### src/hdl/usbt_pkg.sv
package usbt_pkg;
  // --------------------------------------------------------------
  // register indices (byte address is four times the index)
  // --------------------------------------------------------------
  localparam logic [13:0] SEL_IDX = 14'h040F;
  localparam logic [13:0] CTRL_IDX = 14'h0401;
  localparam logic [13:0] CSR_IDX = 14'h0402;
  localparam logic [13:0] ROLE_IDX = 14'h0403;
  localparam logic [13:0] FIFO_IDX = 14'h0404;
  localparam logic [13:0] IST_IDX = 14'h0405;
  localparam logic [13:0] ICLR_IDX = 14'h0406;
  localparam logic [13:0] IEN_IDX = 14'h0407;

  // --------------------------------------------------------------
  // field positions
  // --------------------------------------------------------------
  localparam int SEL_NAK = 0;
  localparam int SEL_J = 1;
  localparam int SEL_K = 2;
  localparam int SEL_PKT = 3;
  localparam int SEL_HS = 4;
  localparam int SEL_FS = 5;
  localparam int SEL_LOOP = 6;
  localparam int SEL_HOST = 7;
  localparam int CTRL_SOFT_RST = 0;
  localparam int CSR_RXRDY = 0;
  localparam int CSR_TXRDY = 1;
  localparam int CSR_SERVICED = 6;
  localparam int ROLE_SESSION = 0;
  localparam int ROLE_HOST = 2;
  localparam int ROLE_DISC = 7;
  localparam int IRQ_EP0 = 0;
  localparam int IRQ_PKT = 1;
  localparam int IRQ_DISC = 2;

  // --------------------------------------------------------------
  // codes and reset values
  // --------------------------------------------------------------
  localparam logic [7:0] PID_DATA0 = 8'hC3;
  localparam logic [15:0] CRC_INIT = 16'hFFFF;
  localparam logic [15:0] CRC_POLY_REFL = 16'hA001;
  localparam logic [7:0] SEL_RESET = 8'h00;
  localparam logic [1:0] LINE_SE0 = 2'h0;
  localparam logic [1:0] RESP_OKAY = 2'h0;
  localparam logic [1:0] RESP_SLVERR = 2'h2;
  localparam int EP0_DEPTH = 64;

  typedef enum logic [2:0] {
    TX_IDLE = 3'b000,
    TX_PID = 3'b001,
    TX_DATA = 3'b010,
    TX_CRC_LO = 3'b011,
    TX_CRC_HI = 3'b100
  } usbt_tx_e;
endpackage

### src/hdl/usbt_test_modes.sv
// Function
// nak-all code: every valid IN token answered with NAK.
// J code: continuous J driven while mode is held.
// K code: continuous K driven while mode is held.
// test-packet code: endpoint-0 packet resent forever after one load.
// software loads 53-byte pattern once; content kept for every repeat.
// software: session, load, write packet code, then set tx-ready.
// each test packet carries DATA0 PID first and CRC last.
// software writes selector only after endpoint-0 status phase ends.
// loopback code: copy pointer, reset cpu pointer, tx off, rx on, irq.
// loopback handles 64 bytes; tx and rx share one RAM.
// software: load, tx-ready, loopback code, read back, serviced.
// forced-host bit: host role ignoring id, line state, disconnect.
// forced-host: host with session, held until session clears.
// forced-host: disconnect shown in top bit of role register.
// forced-host: speed from forced high/full speed bits.
// hardware or soft reset clears the selector to zero.
`timescale 1ns/1ps
module usbt_test_modes
  import usbt_pkg::*;
#(
  parameter int DEPTH = EP0_DEPTH
) (
  input wire logic aclk,
  input wire logic aresetn,
  input wire logic [15:0] s_axi_awaddr,
  input wire logic s_axi_awvalid,
  output logic s_axi_awready,
  input wire logic [31:0] s_axi_wdata,
  input wire logic [3:0] s_axi_wstrb,
  input wire logic s_axi_wvalid,
  output logic s_axi_wready,
  output logic [1:0] s_axi_bresp,
  output logic s_axi_bvalid,
  input wire logic s_axi_bready,
  input wire logic [15:0] s_axi_araddr,
  input wire logic s_axi_arvalid,
  output logic s_axi_arready,
  output logic [31:0] s_axi_rdata,
  output logic [1:0] s_axi_rresp,
  output logic s_axi_rvalid,
  input wire logic s_axi_rready,
  output logic irq,
  input wire logic in_token,
  output logic nak_handshake,
  output logic line_oe,
  output logic line_dp,
  output logic line_dm,
  output logic tx_valid,
  output logic [7:0] tx_data,
  output logic tx_last,
  input wire logic tx_ready,
  input wire logic role_id_input,
  input wire logic [1:0] line_state_bus,
  input wire logic host_disconnect_flag,
  output logic host_mode,
  output logic speed_high,
  output logic speed_full
);
  localparam int PW = $clog2(DEPTH) + 1;
  localparam logic [PW-1:0] DEPTH_P = PW'(DEPTH);
  localparam logic [PW-1:0] ONE_P = PW'(1);
  // --------------------------------------------------------------
  // state
  // --------------------------------------------------------------
  typedef struct packed {
    logic awready;
    logic wready;
    logic aw_held;
    logic w_held;
    logic [13:0] waddr;
    logic [7:0] wbyte;
    logic wlane0;
    logic bvalid;
    logic [1:0] bresp;
    logic arready;
    logic rvalid;
    logic [31:0] rdata;
    logic [1:0] rresp;
  } usbt_bus_s;
  typedef struct packed {
    logic [7:0] sel;
    logic txrdy;
    logic rxrdy;
    logic [PW-1:0] cpu_ptr;
    logic [PW-1:0] usb_ptr;
    logic [PW-1:0] rx_idx;
    logic [DEPTH-1:0][7:0] mem;
    logic session;
    logic host;
    logic disc;
    logic [2:0] ist;
    logic [2:0] ien;
    logic irq;
    usbt_tx_e tx_st;
    logic [PW-1:0] tx_idx;
    logic [15:0] crc;
    logic tx_valid;
    logic [7:0] tx_data;
    logic tx_last;
    logic nak;
    logic line_oe;
    logic line_dp;
    logic line_dm;
    logic spd_hs;
    logic spd_fs;
  } usbt_core_s;
  typedef struct packed {
    usbt_bus_s b;
    usbt_core_s c;
  } usbt_state_s;
  localparam usbt_bus_s BUS_RST = '{awready: 1'b1, wready: 1'b1,
                                    arready: 1'b1, default: '0};
  usbt_state_s s_r;
  usbt_state_s s_nxt;
  // --------------------------------------------------------------
  // helpers
  // --------------------------------------------------------------
  function automatic logic [15:0] crc16_byte(input logic [15:0] c,
                                             input logic [7:0] d);
    logic [15:0] r;
    r = c;
    for (int i = 0; i < 8; i++) begin
      if (r[0] ^ d[i]) begin
        r = (r >> 1) ^ CRC_POLY_REFL;
      end else begin
        r = r >> 1;
      end
    end
    return r;
  endfunction
  function automatic logic is_mapped(input logic [13:0] idx);
    return idx inside {SEL_IDX, CTRL_IDX, CSR_IDX, ROLE_IDX, FIFO_IDX,
                       IST_IDX, ICLR_IDX, IEN_IDX};
  endfunction
  // --------------------------------------------------------------
  // next state
  // --------------------------------------------------------------
  always_comb begin
    logic do_wr;
    logic soft_rst;
    logic [2:0] ev;
    logic [2:0] clr;
    logic [7:0] wd;
    logic [13:0] ridx;
    logic [15:0] crc_new;
    do_wr = s_r.b.aw_held && s_r.b.w_held && !s_r.b.bvalid;
    soft_rst = 1'b0;
    ev = 3'h0;
    clr = 3'h0;
    wd = s_r.b.wbyte;
    ridx = s_axi_araddr[15:2];
    crc_new = 16'h0000;
    s_nxt = s_r;
    // write address and data are taken in either order
    if (s_r.b.awready && s_axi_awvalid) begin
      s_nxt.b.awready = 1'b0;
      s_nxt.b.aw_held = 1'b1;
      s_nxt.b.waddr = s_axi_awaddr[15:2];
    end
    if (s_r.b.wready && s_axi_wvalid) begin
      s_nxt.b.wready = 1'b0;
      s_nxt.b.w_held = 1'b1;
      s_nxt.b.wbyte = s_axi_wdata[7:0];
      s_nxt.b.wlane0 = s_axi_wstrb[0];
    end
    if (do_wr) begin
      s_nxt.b.aw_held = 1'b0;
      s_nxt.b.w_held = 1'b0;
      s_nxt.b.bvalid = 1'b1;
      s_nxt.b.bresp = is_mapped(s_r.b.waddr) ? RESP_OKAY : RESP_SLVERR;
    end
    if (s_r.b.bvalid && s_axi_bready) begin
      s_nxt.b.bvalid = 1'b0;
      s_nxt.b.awready = 1'b1;
      s_nxt.b.wready = 1'b1;
    end
    // register write effects; a write with lane 0 off stores nothing
    if (do_wr && s_r.b.wlane0) begin
      unique case (s_r.b.waddr)
        SEL_IDX: begin
          s_nxt.c.sel = wd;
          if (wd[SEL_LOOP]) begin
            // loopback sequence
            s_nxt.c.usb_ptr = s_r.c.cpu_ptr;
            s_nxt.c.cpu_ptr = '0;
            s_nxt.c.txrdy = 1'b0;
            s_nxt.c.rxrdy = 1'b1;
            s_nxt.c.rx_idx = '0;
            ev[IRQ_EP0] = 1'b1;
          end
        end
        CTRL_IDX: soft_rst = wd[CTRL_SOFT_RST];
        CSR_IDX: begin
          if (wd[CSR_TXRDY]) begin
            s_nxt.c.txrdy = 1'b1;
          end
          if (wd[CSR_SERVICED]) begin
            s_nxt.c.rxrdy = 1'b0;
            s_nxt.c.usb_ptr = '0;
            s_nxt.c.rx_idx = '0;
          end
        end
        ROLE_IDX: s_nxt.c.session = wd[ROLE_SESSION];
        FIFO_IDX: begin
          // one RAM serves tx loading and rx reading
          if (s_r.c.cpu_ptr < DEPTH_P) begin
            s_nxt.c.mem[s_r.c.cpu_ptr[PW-2:0]] = wd;
            s_nxt.c.cpu_ptr = s_r.c.cpu_ptr + ONE_P;
          end
        end
        ICLR_IDX: clr = wd[2:0];
        IEN_IDX: s_nxt.c.ien = wd[2:0];
        default: ;
      endcase
    end
    // read answers one cycle after the address is taken
    if (s_r.b.arready && s_axi_arvalid) begin
      s_nxt.b.arready = 1'b0;
      s_nxt.b.rvalid = 1'b1;
      s_nxt.b.rdata = 32'h0000_0000;
      s_nxt.b.rresp = is_mapped(ridx) ? RESP_OKAY : RESP_SLVERR;
      unique case (ridx)
        SEL_IDX: s_nxt.b.rdata[7:0] = s_r.c.sel;
        CSR_IDX: begin
          s_nxt.b.rdata[CSR_RXRDY] = s_r.c.rxrdy;
          s_nxt.b.rdata[CSR_TXRDY] = s_r.c.txrdy;
        end
        ROLE_IDX: begin
          s_nxt.b.rdata[ROLE_SESSION] = s_r.c.session;
          s_nxt.b.rdata[ROLE_HOST] = s_r.c.host;
          // disconnect reflected in top bit
          s_nxt.b.rdata[ROLE_DISC] = s_r.c.disc;
        end
        FIFO_IDX: begin
          // pop reads what loopback handed over; empty reads zero
          if (s_r.c.rx_idx < s_r.c.usb_ptr) begin
            s_nxt.b.rdata[7:0] = s_r.c.mem[s_r.c.rx_idx[PW-2:0]];
            s_nxt.c.rx_idx = s_r.c.rx_idx + ONE_P;
          end
        end
        IST_IDX: s_nxt.b.rdata[2:0] = s_r.c.ist;
        IEN_IDX: s_nxt.b.rdata[2:0] = s_r.c.ien;
        default: ;
      endcase
    end
    if (s_r.b.rvalid && s_axi_rready) begin
      s_nxt.b.rvalid = 1'b0;
      s_nxt.b.arready = 1'b1;
    end
    // nak every in token while nak-all is selected
    s_nxt.c.nak = s_r.c.sel[SEL_NAK] && in_token;
    // line drive: J beats K if software sets both
    s_nxt.c.line_oe = s_r.c.sel[SEL_J] || s_r.c.sel[SEL_K];
    // continuous J
    s_nxt.c.line_dp = s_r.c.sel[SEL_J];
    // continuous K
    s_nxt.c.line_dm = s_r.c.sel[SEL_K] && !s_r.c.sel[SEL_J];
    // test packet sender; a started packet always finishes unless a soft reset
    // clears it, so a selector change never drops valid mid-packet
    unique case (s_r.c.tx_st)
      TX_IDLE: begin
        // restart as long as the mode and tx-ready are held and neither J nor K is being driven
        if (s_r.c.sel[SEL_PKT] && s_r.c.txrdy && !s_r.c.line_oe) begin
          // DATA0 pid leads
          s_nxt.c.tx_data = PID_DATA0;
          s_nxt.c.tx_valid = 1'b1;
          s_nxt.c.tx_st = TX_PID;
          s_nxt.c.crc = CRC_INIT;
        end
      end
      TX_PID: begin
        if (tx_ready) begin
          if (s_r.c.cpu_ptr == '0) begin
            s_nxt.c.tx_data = ~s_r.c.crc[7:0];
            s_nxt.c.tx_st = TX_CRC_LO;
          end else begin
            // fifo content is read, never consumed
            s_nxt.c.tx_data = s_r.c.mem[0];
            s_nxt.c.tx_idx = ONE_P;
            s_nxt.c.tx_st = TX_DATA;
          end
        end
      end
      TX_DATA: begin
        if (tx_ready) begin
          crc_new = crc16_byte(s_r.c.crc, s_r.c.tx_data);
          s_nxt.c.crc = crc_new;
          if (s_r.c.tx_idx >= s_r.c.cpu_ptr) begin
            // crc trails, low byte first
            s_nxt.c.tx_data = ~crc_new[7:0];
            s_nxt.c.tx_st = TX_CRC_LO;
          end else begin
            s_nxt.c.tx_data = s_r.c.mem[s_r.c.tx_idx[PW-2:0]];
            s_nxt.c.tx_idx = s_r.c.tx_idx + ONE_P;
          end
        end
      end
      TX_CRC_LO: begin
        if (tx_ready) begin
          s_nxt.c.tx_data = ~s_r.c.crc[15:8];
          s_nxt.c.tx_last = 1'b1;
          s_nxt.c.tx_st = TX_CRC_HI;
        end
      end
      TX_CRC_HI: begin
        if (tx_ready) begin
          s_nxt.c.tx_valid = 1'b0;
          s_nxt.c.tx_last = 1'b0;
          s_nxt.c.tx_data = 8'h00;
          s_nxt.c.tx_st = TX_IDLE;
          ev[IRQ_PKT] = 1'b1;
        end
      end
      default: s_nxt.c.tx_st = TX_IDLE;
    endcase
    // role and speed
    if (s_r.c.sel[SEL_HOST]) begin
      // id, line state and disconnect ignored
      // host follows the session bit alone
      s_nxt.c.host = s_r.c.session;
      s_nxt.c.disc = host_disconnect_flag;
      // forced speed bits
      s_nxt.c.spd_hs = s_r.c.sel[SEL_HS];
      s_nxt.c.spd_fs = s_r.c.sel[SEL_FS];
      ev[IRQ_DISC] = host_disconnect_flag && !s_r.c.disc;
    end else begin
      s_nxt.c.host = s_r.c.session && !role_id_input &&
                     line_state_bus != LINE_SE0 && !host_disconnect_flag;
      s_nxt.c.disc = 1'b0;
      s_nxt.c.spd_hs = 1'b0;
      s_nxt.c.spd_fs = 1'b0;
    end
    // sticky status; a new event wins over a clear in the same cycle
    s_nxt.c.ist = (s_r.c.ist & ~clr) | ev;
    s_nxt.c.irq = |(s_nxt.c.ist & s_r.c.ien);
    // soft reset clears the selector and all core state; bus handshake state is kept
    if (soft_rst) begin
      s_nxt.c = '0;
    end
  end
  // --------------------------------------------------------------
  // registers
  // --------------------------------------------------------------
  always_ff @(posedge aclk) begin
    if (!aresetn) begin
      // hardware reset leaves no test mode active
      s_r.b <= BUS_RST;
      s_r.c <= '0;
    end else begin
      s_r <= s_nxt;
    end
  end
  // outputs straight from the state flops
  assign {s_axi_awready, s_axi_wready, s_axi_arready} =
    {s_r.b.awready, s_r.b.wready, s_r.b.arready};
  assign {s_axi_bvalid, s_axi_bresp, s_axi_rvalid, s_axi_rresp} =
    {s_r.b.bvalid, s_r.b.bresp, s_r.b.rvalid, s_r.b.rresp};
  assign s_axi_rdata = s_r.b.rdata;
  assign {irq, nak_handshake, line_oe, line_dp, line_dm} =
    {s_r.c.irq, s_r.c.nak, s_r.c.line_oe, s_r.c.line_dp, s_r.c.line_dm};
  assign {tx_valid, tx_data, tx_last, host_mode, speed_high, speed_full} =
    {s_r.c.tx_valid, s_r.c.tx_data, s_r.c.tx_last, s_r.c.host,
     s_r.c.spd_hs, s_r.c.spd_fs};
endmodule

### config.mk
export PLATFORM = sky130hd
export DESIGN_NAME = usbt_test_modes
export DESIGN_NICKNAME = d
export VERILOG_FILES = /design/src/hdl/usbt_pkg.sv /design/src/hdl/usbt_test_modes.sv
export SDC_FILE = /design/constraint.sdc
export NUM_CORES = 2
export LEC_CHECK = 0
export ABC_AREA = 1
export ABC_CLOCK_PERIOD_IN_PS = 3550
export BUFFER_PORTS_ARGS = -buffer_cell sky130_fd_sc_hd__buf_2
export CAP_MARGIN = 0
export CORE_MARGIN = 3
export CORE_UTILIZATION = 45
export CTS_CLUSTER_DIAMETER = 80
export DETAILED_ROUTE_END_ITERATION = 10
export PLACE_DENSITY_LB_ADDON = 0.12
export SYNTH_ARGS = -nofsm -noshare
export SYNTH_HDL_FRONTEND = slang
export SYNTH_SLANG_ARGS = --single-unit
### constraint.sdc
create_clock -name aclk -period 3.55 [get_ports aclk]
set_clock_uncertainty 0.2 [all_clocks]
set_input_delay 0.1775 -clock aclk [delete_from_list [all_inputs] [get_ports aclk]]
set_output_delay 0.1775 -clock aclk [all_outputs]
set_load 0.02 [all_outputs]
==> qor.json <==
{
  "parity_gate_share_of_the_synthesized_area_counting_xor_and_xnor_cells": {"value": 0.004041},
  "routed_via_density": {"value": 5.748},
  "setup.worst_path.end_class": {"value": "register"},
  "synth_top_family_by_area": {"value": "compound AO/OA/AOI/OAI gates"},
  "grt_usage": {"value": 0.2929},
  "place.port_buffers": {"value": 82},
  "post_synthesis_simple_gate_area_fraction": {"value": 0.2276},
  "tritoncts": {"value": "built"},
  "crit_arrival": {"value": 3.67, "unit": "ns"},
  "synth_fa_ha_area_frac": {"value": 0.006134},
  "design.final.nets": {"value": 4817},
  "slew_headroom": {"value": 0.1734},
  "pin_count_of_the_biggest_net_entering_global_routing": {"value": 153},
  "area_growth": {"value": 10.81, "unit": "%"},
  "overflow_left_after_global_routing": {"value": 0},
  "synth_area_per_cell": {"value": 7.214, "unit": "um2"},
  "grt_pass1_wl": {"value": 186.5, "unit": "mm"},
  "routed_wl": {"value": 122.1, "unit": "mm"},
  "critical_path_cell_sequence": {"value": "buf_12 > buf_4 > nand2_1 > o211ai_1 > o21ai_0 > a21oi_1 > nand3_1 > nand3_1 > nand2_1 > nand2_1 > nand2_1 > nand2_1 > a21oi_1 > dlygate4sd3_1"},
  "cp.buffers_inverters": {"value": 3},
  "path_delay_family": {"value": "buffers and inverters"},
  "y_dimension_of_the_die": {"value": 283.6, "unit": "um"},
  "worstSetupStartpointType": {"value": "register"},
  "synthDominantAreaCellType": {"value": "dfxtp_1"},
  "reg2reg_from": {"value": "s_r[564]"},
  "netlist_area": {"value": 34680, "unit": "um2"},
  "path_max_fanout": {"value": 61},
  "final.hold.worst_slack": {"value": 0.04526, "unit": "ns"},
  "wl_per_cell": {"value": 21.03, "unit": "um"},
  "path_clk_slew": {"value": 0.06, "unit": "ns"},
  "layout_min_cycle_time": {"value": 3.372, "unit": "ns"},
  "drc": {"value": 0},
  "worstSkewPairLatency": {"value": 0.62, "unit": "ns"},
  "final-max-slew-violation-count": {"value": 0},
  "worst_setup_path_type": {"value": "register to register"},
  "detail_route.iter0.violations": {"value": 2971},
  "cts_repair_resized_insts": {"value": 0},
  "crit_path_largest_cell_delay": {"value": 0.59, "unit": "ns"},
  "holdCritStartpoint": {"value": "s_axi_awvalid"},
  "synth_compound_area_frac": {"value": 0.2922},
  "floorplan.initialDensity": {"value": 0.4558},
  "post_synthesis_cell_count": {"value": 4807},
  "outcome": {"value": "complete, no violations"},
  "most_repeated_library_cell_on_the_critical_path": {"value": "nand2_1"},
  "final-hold-violation-count": {"value": 0},
  "synth.distinct_cells": {"value": 48},
  "power_density": {"value": 402.9, "unit": "nW/um2"},
  "dpl.hpwl": {"value": 78.18, "unit": "mm"},
  "rows": {"value": 101},
  "peakVddDrop": {"value": 0.3829, "unit": "mV"},
  "fmax": {"value": 0.2966, "unit": "GHz"},
  "post_synthesis_register_bit_count": {"value": 635},
  "tightest_slew": {"value": 1.240, "unit": "ns"},
  "grt_antenna_before_repair": {"value": 2},
  "io-pin-count": {"value": 140},
  "tritoncts.num_buffers": {"value": 75},
  "fp.dieW": {"value": 283.6, "unit": "um"},
  "layout_common_cells": {"value": "nor2_1 (751), dfxtp_1 (629), nand2_1 (542), o21ai_0 (472), a211oi_1 (415)"},
  "setup-tns-final": {"value": 0, "unit": "ns"},
  "die_area": {"value": 80430, "unit": "um2"},
  "placed_cells": {"value": 5605},
  "required": {"value": 3.85, "unit": "ns"},
  "grt_pass1_vias": {"value": 30257},
  "core_footprint": {"value": 76080, "unit": "um2"},
  "layout-drive-gt1-share": {"value": 0.1090},
  "ys.warnings.count": {"value": 0},
  "grt_setup_unrepaired": {"value": "no"},
  "final_count_of_negative_setup_slack_endpoints": {"value": 0},
  "ys_top_cells_by_area": {"value": "dfxtp_1 (37%), a211oi_1 (9.0%), nor2_1 (8.1%), o21ai_0 (6.8%), nand2_1 (5.9%)"},
  "drt_pre_antenna_iters": {"value": 8},
  "final.period_utilization": {"value": 0.9498},
  "detail-route-antenna-nets": {"value": 0},
  "finalNonFillerCells": {"value": 5803},
  "synth_top_area_share": {"value": 0.3666},
  "power_leakage": {"value": 12.88, "unit": "nW"},
  "cts.htree.levels": {"value": 3},
  "clock_sinks": {"value": 635},
  "hold_path_class": {"value": "input pin to register"},
  "layout_commonest_cell": {"value": "nor2_1"},
  "gp_routability_congestion": {"value": 0.9372},
  "synth-seq-area-share": {"value": 0.3666},
  "critical-path-slowest-cell": {"value": "dlygate4sd3_1"},
  "total_via_count_in_the_routed_design": {"value": 33355},
  "cts.path.max_buffers": {"value": 3},
  "maxCapViolations": {"value": 0},
  "clk_root_buffer_cell": {"value": "clkbuf_16"},
  "yosys-mux-area-fraction": {"value": 0},
  "critPathLaunch": {"value": "s_r[564]"}
}
timing repair:
item | CTS | global route
buffers inserted | 0 | 0
endpoints found under the hold margin | 53 | 0
hold buffers | 67 | 0
synthesized netlist by cell type (all sizes together):
master and count:
o21ai 473, a211oi 527, nor4 5, clkinv 7, a32oi 1, a31oi 13, or2 2, clkbuf 285
nor4b 1, dfxtp 635, conb 1, a311oi 1, nor3 24, a221oi 9, nor3b 2, o31ai 8
xor2 11, a21oi 380, nand3 366, inv 337, nand3b 2, nand4 18, o221ai 3, nand2 545
a22oi 1, o21a 3, xnor2 5, nor2 818, buf 164, ha 17, o22ai 11, o211ai 131
nand2b 1
worst register-to-register path: stages (launching register included):
cell and delay (ns):
dfxtp_4 0.42, buf_12 0.27, buf_4 0.36, nand2_1 0.07, o211ai_1 0.08, o21ai_0 0.14, a21oi_1 0.21, nand3_1 0.24
nand3_1 0.23, nand2_1 0.13, nand2_1 0.11, nand2_1 0.07, nand2_1 0.07, a21oi_1 0.06, dlygate4sd3_1 0.59
cell families after synthesis:
group,Yosys count
XOR/XNOR,16
adder cells (fa/ha/maj),17
flip-flops,635
AO/OA/AOI/OAI,1561
buffers and inverters,793
other,1
AND/OR/NAND/NOR,1784
path summary, 6_finish.rpt:
kind | slack, ns | end | cells after the start
min | 0.05 | s_axi_awready | 4
max reg2reg | 0.18 | s_axi_rdata[2] | 14
min reg2reg | 0.24 | line_dm | 1
max | 0.18 | s_axi_rdata[2] | 14
power breakdown:
part	switching (mW)	internal [mW]	total [mW]
clock	3.16	4.48	7.64
sequential	0.0282	7.16	7.18
combinational	0.522	0.140	0.662
total	3.71	11.8	15.5
per-stage QoR:
stage | utilization | instance area, um2 | power [mW] | setup slack [ns]
floorplan | - | 34770 | 7.730 | 0.8074
global placement | 0.4648 | 35360 | 7.930 | 0.6327
detailed placement | 0.4648 | 35360 | 7.930 | 0.5909
CTS | 0.5051 | 38420 | 15.59 | 0.3314
global route | 0.5051 | 38420 | 15.91 | 0.09581
finish | 0.5051 | 38430 | 15.48 | 0.1782
layout make-up:
class	instances	area, um2
clock buffer	117	2288
antenna	1	2.502
sequential	635	12730
inverter	344	1306
clock inverter	13	107.6
multi-input combinational	3404	18480
tap	1030	1289
fill	7682	37650
timing repair buffer	259	2220
routing by layer:
layer / share of wire / GRT usage / routed length, um
met5: 0.00051 / 0.005952 / 62
met3: 0.072 / 0.04715 / 8776
met1: 0.46 / 0.4138 / 55710
met4: 0.035 / 0.1001 / 4248
met2: 0.44 / 0.4531 / 53260
Note: power is estimated with default switching activity, not from simulation.
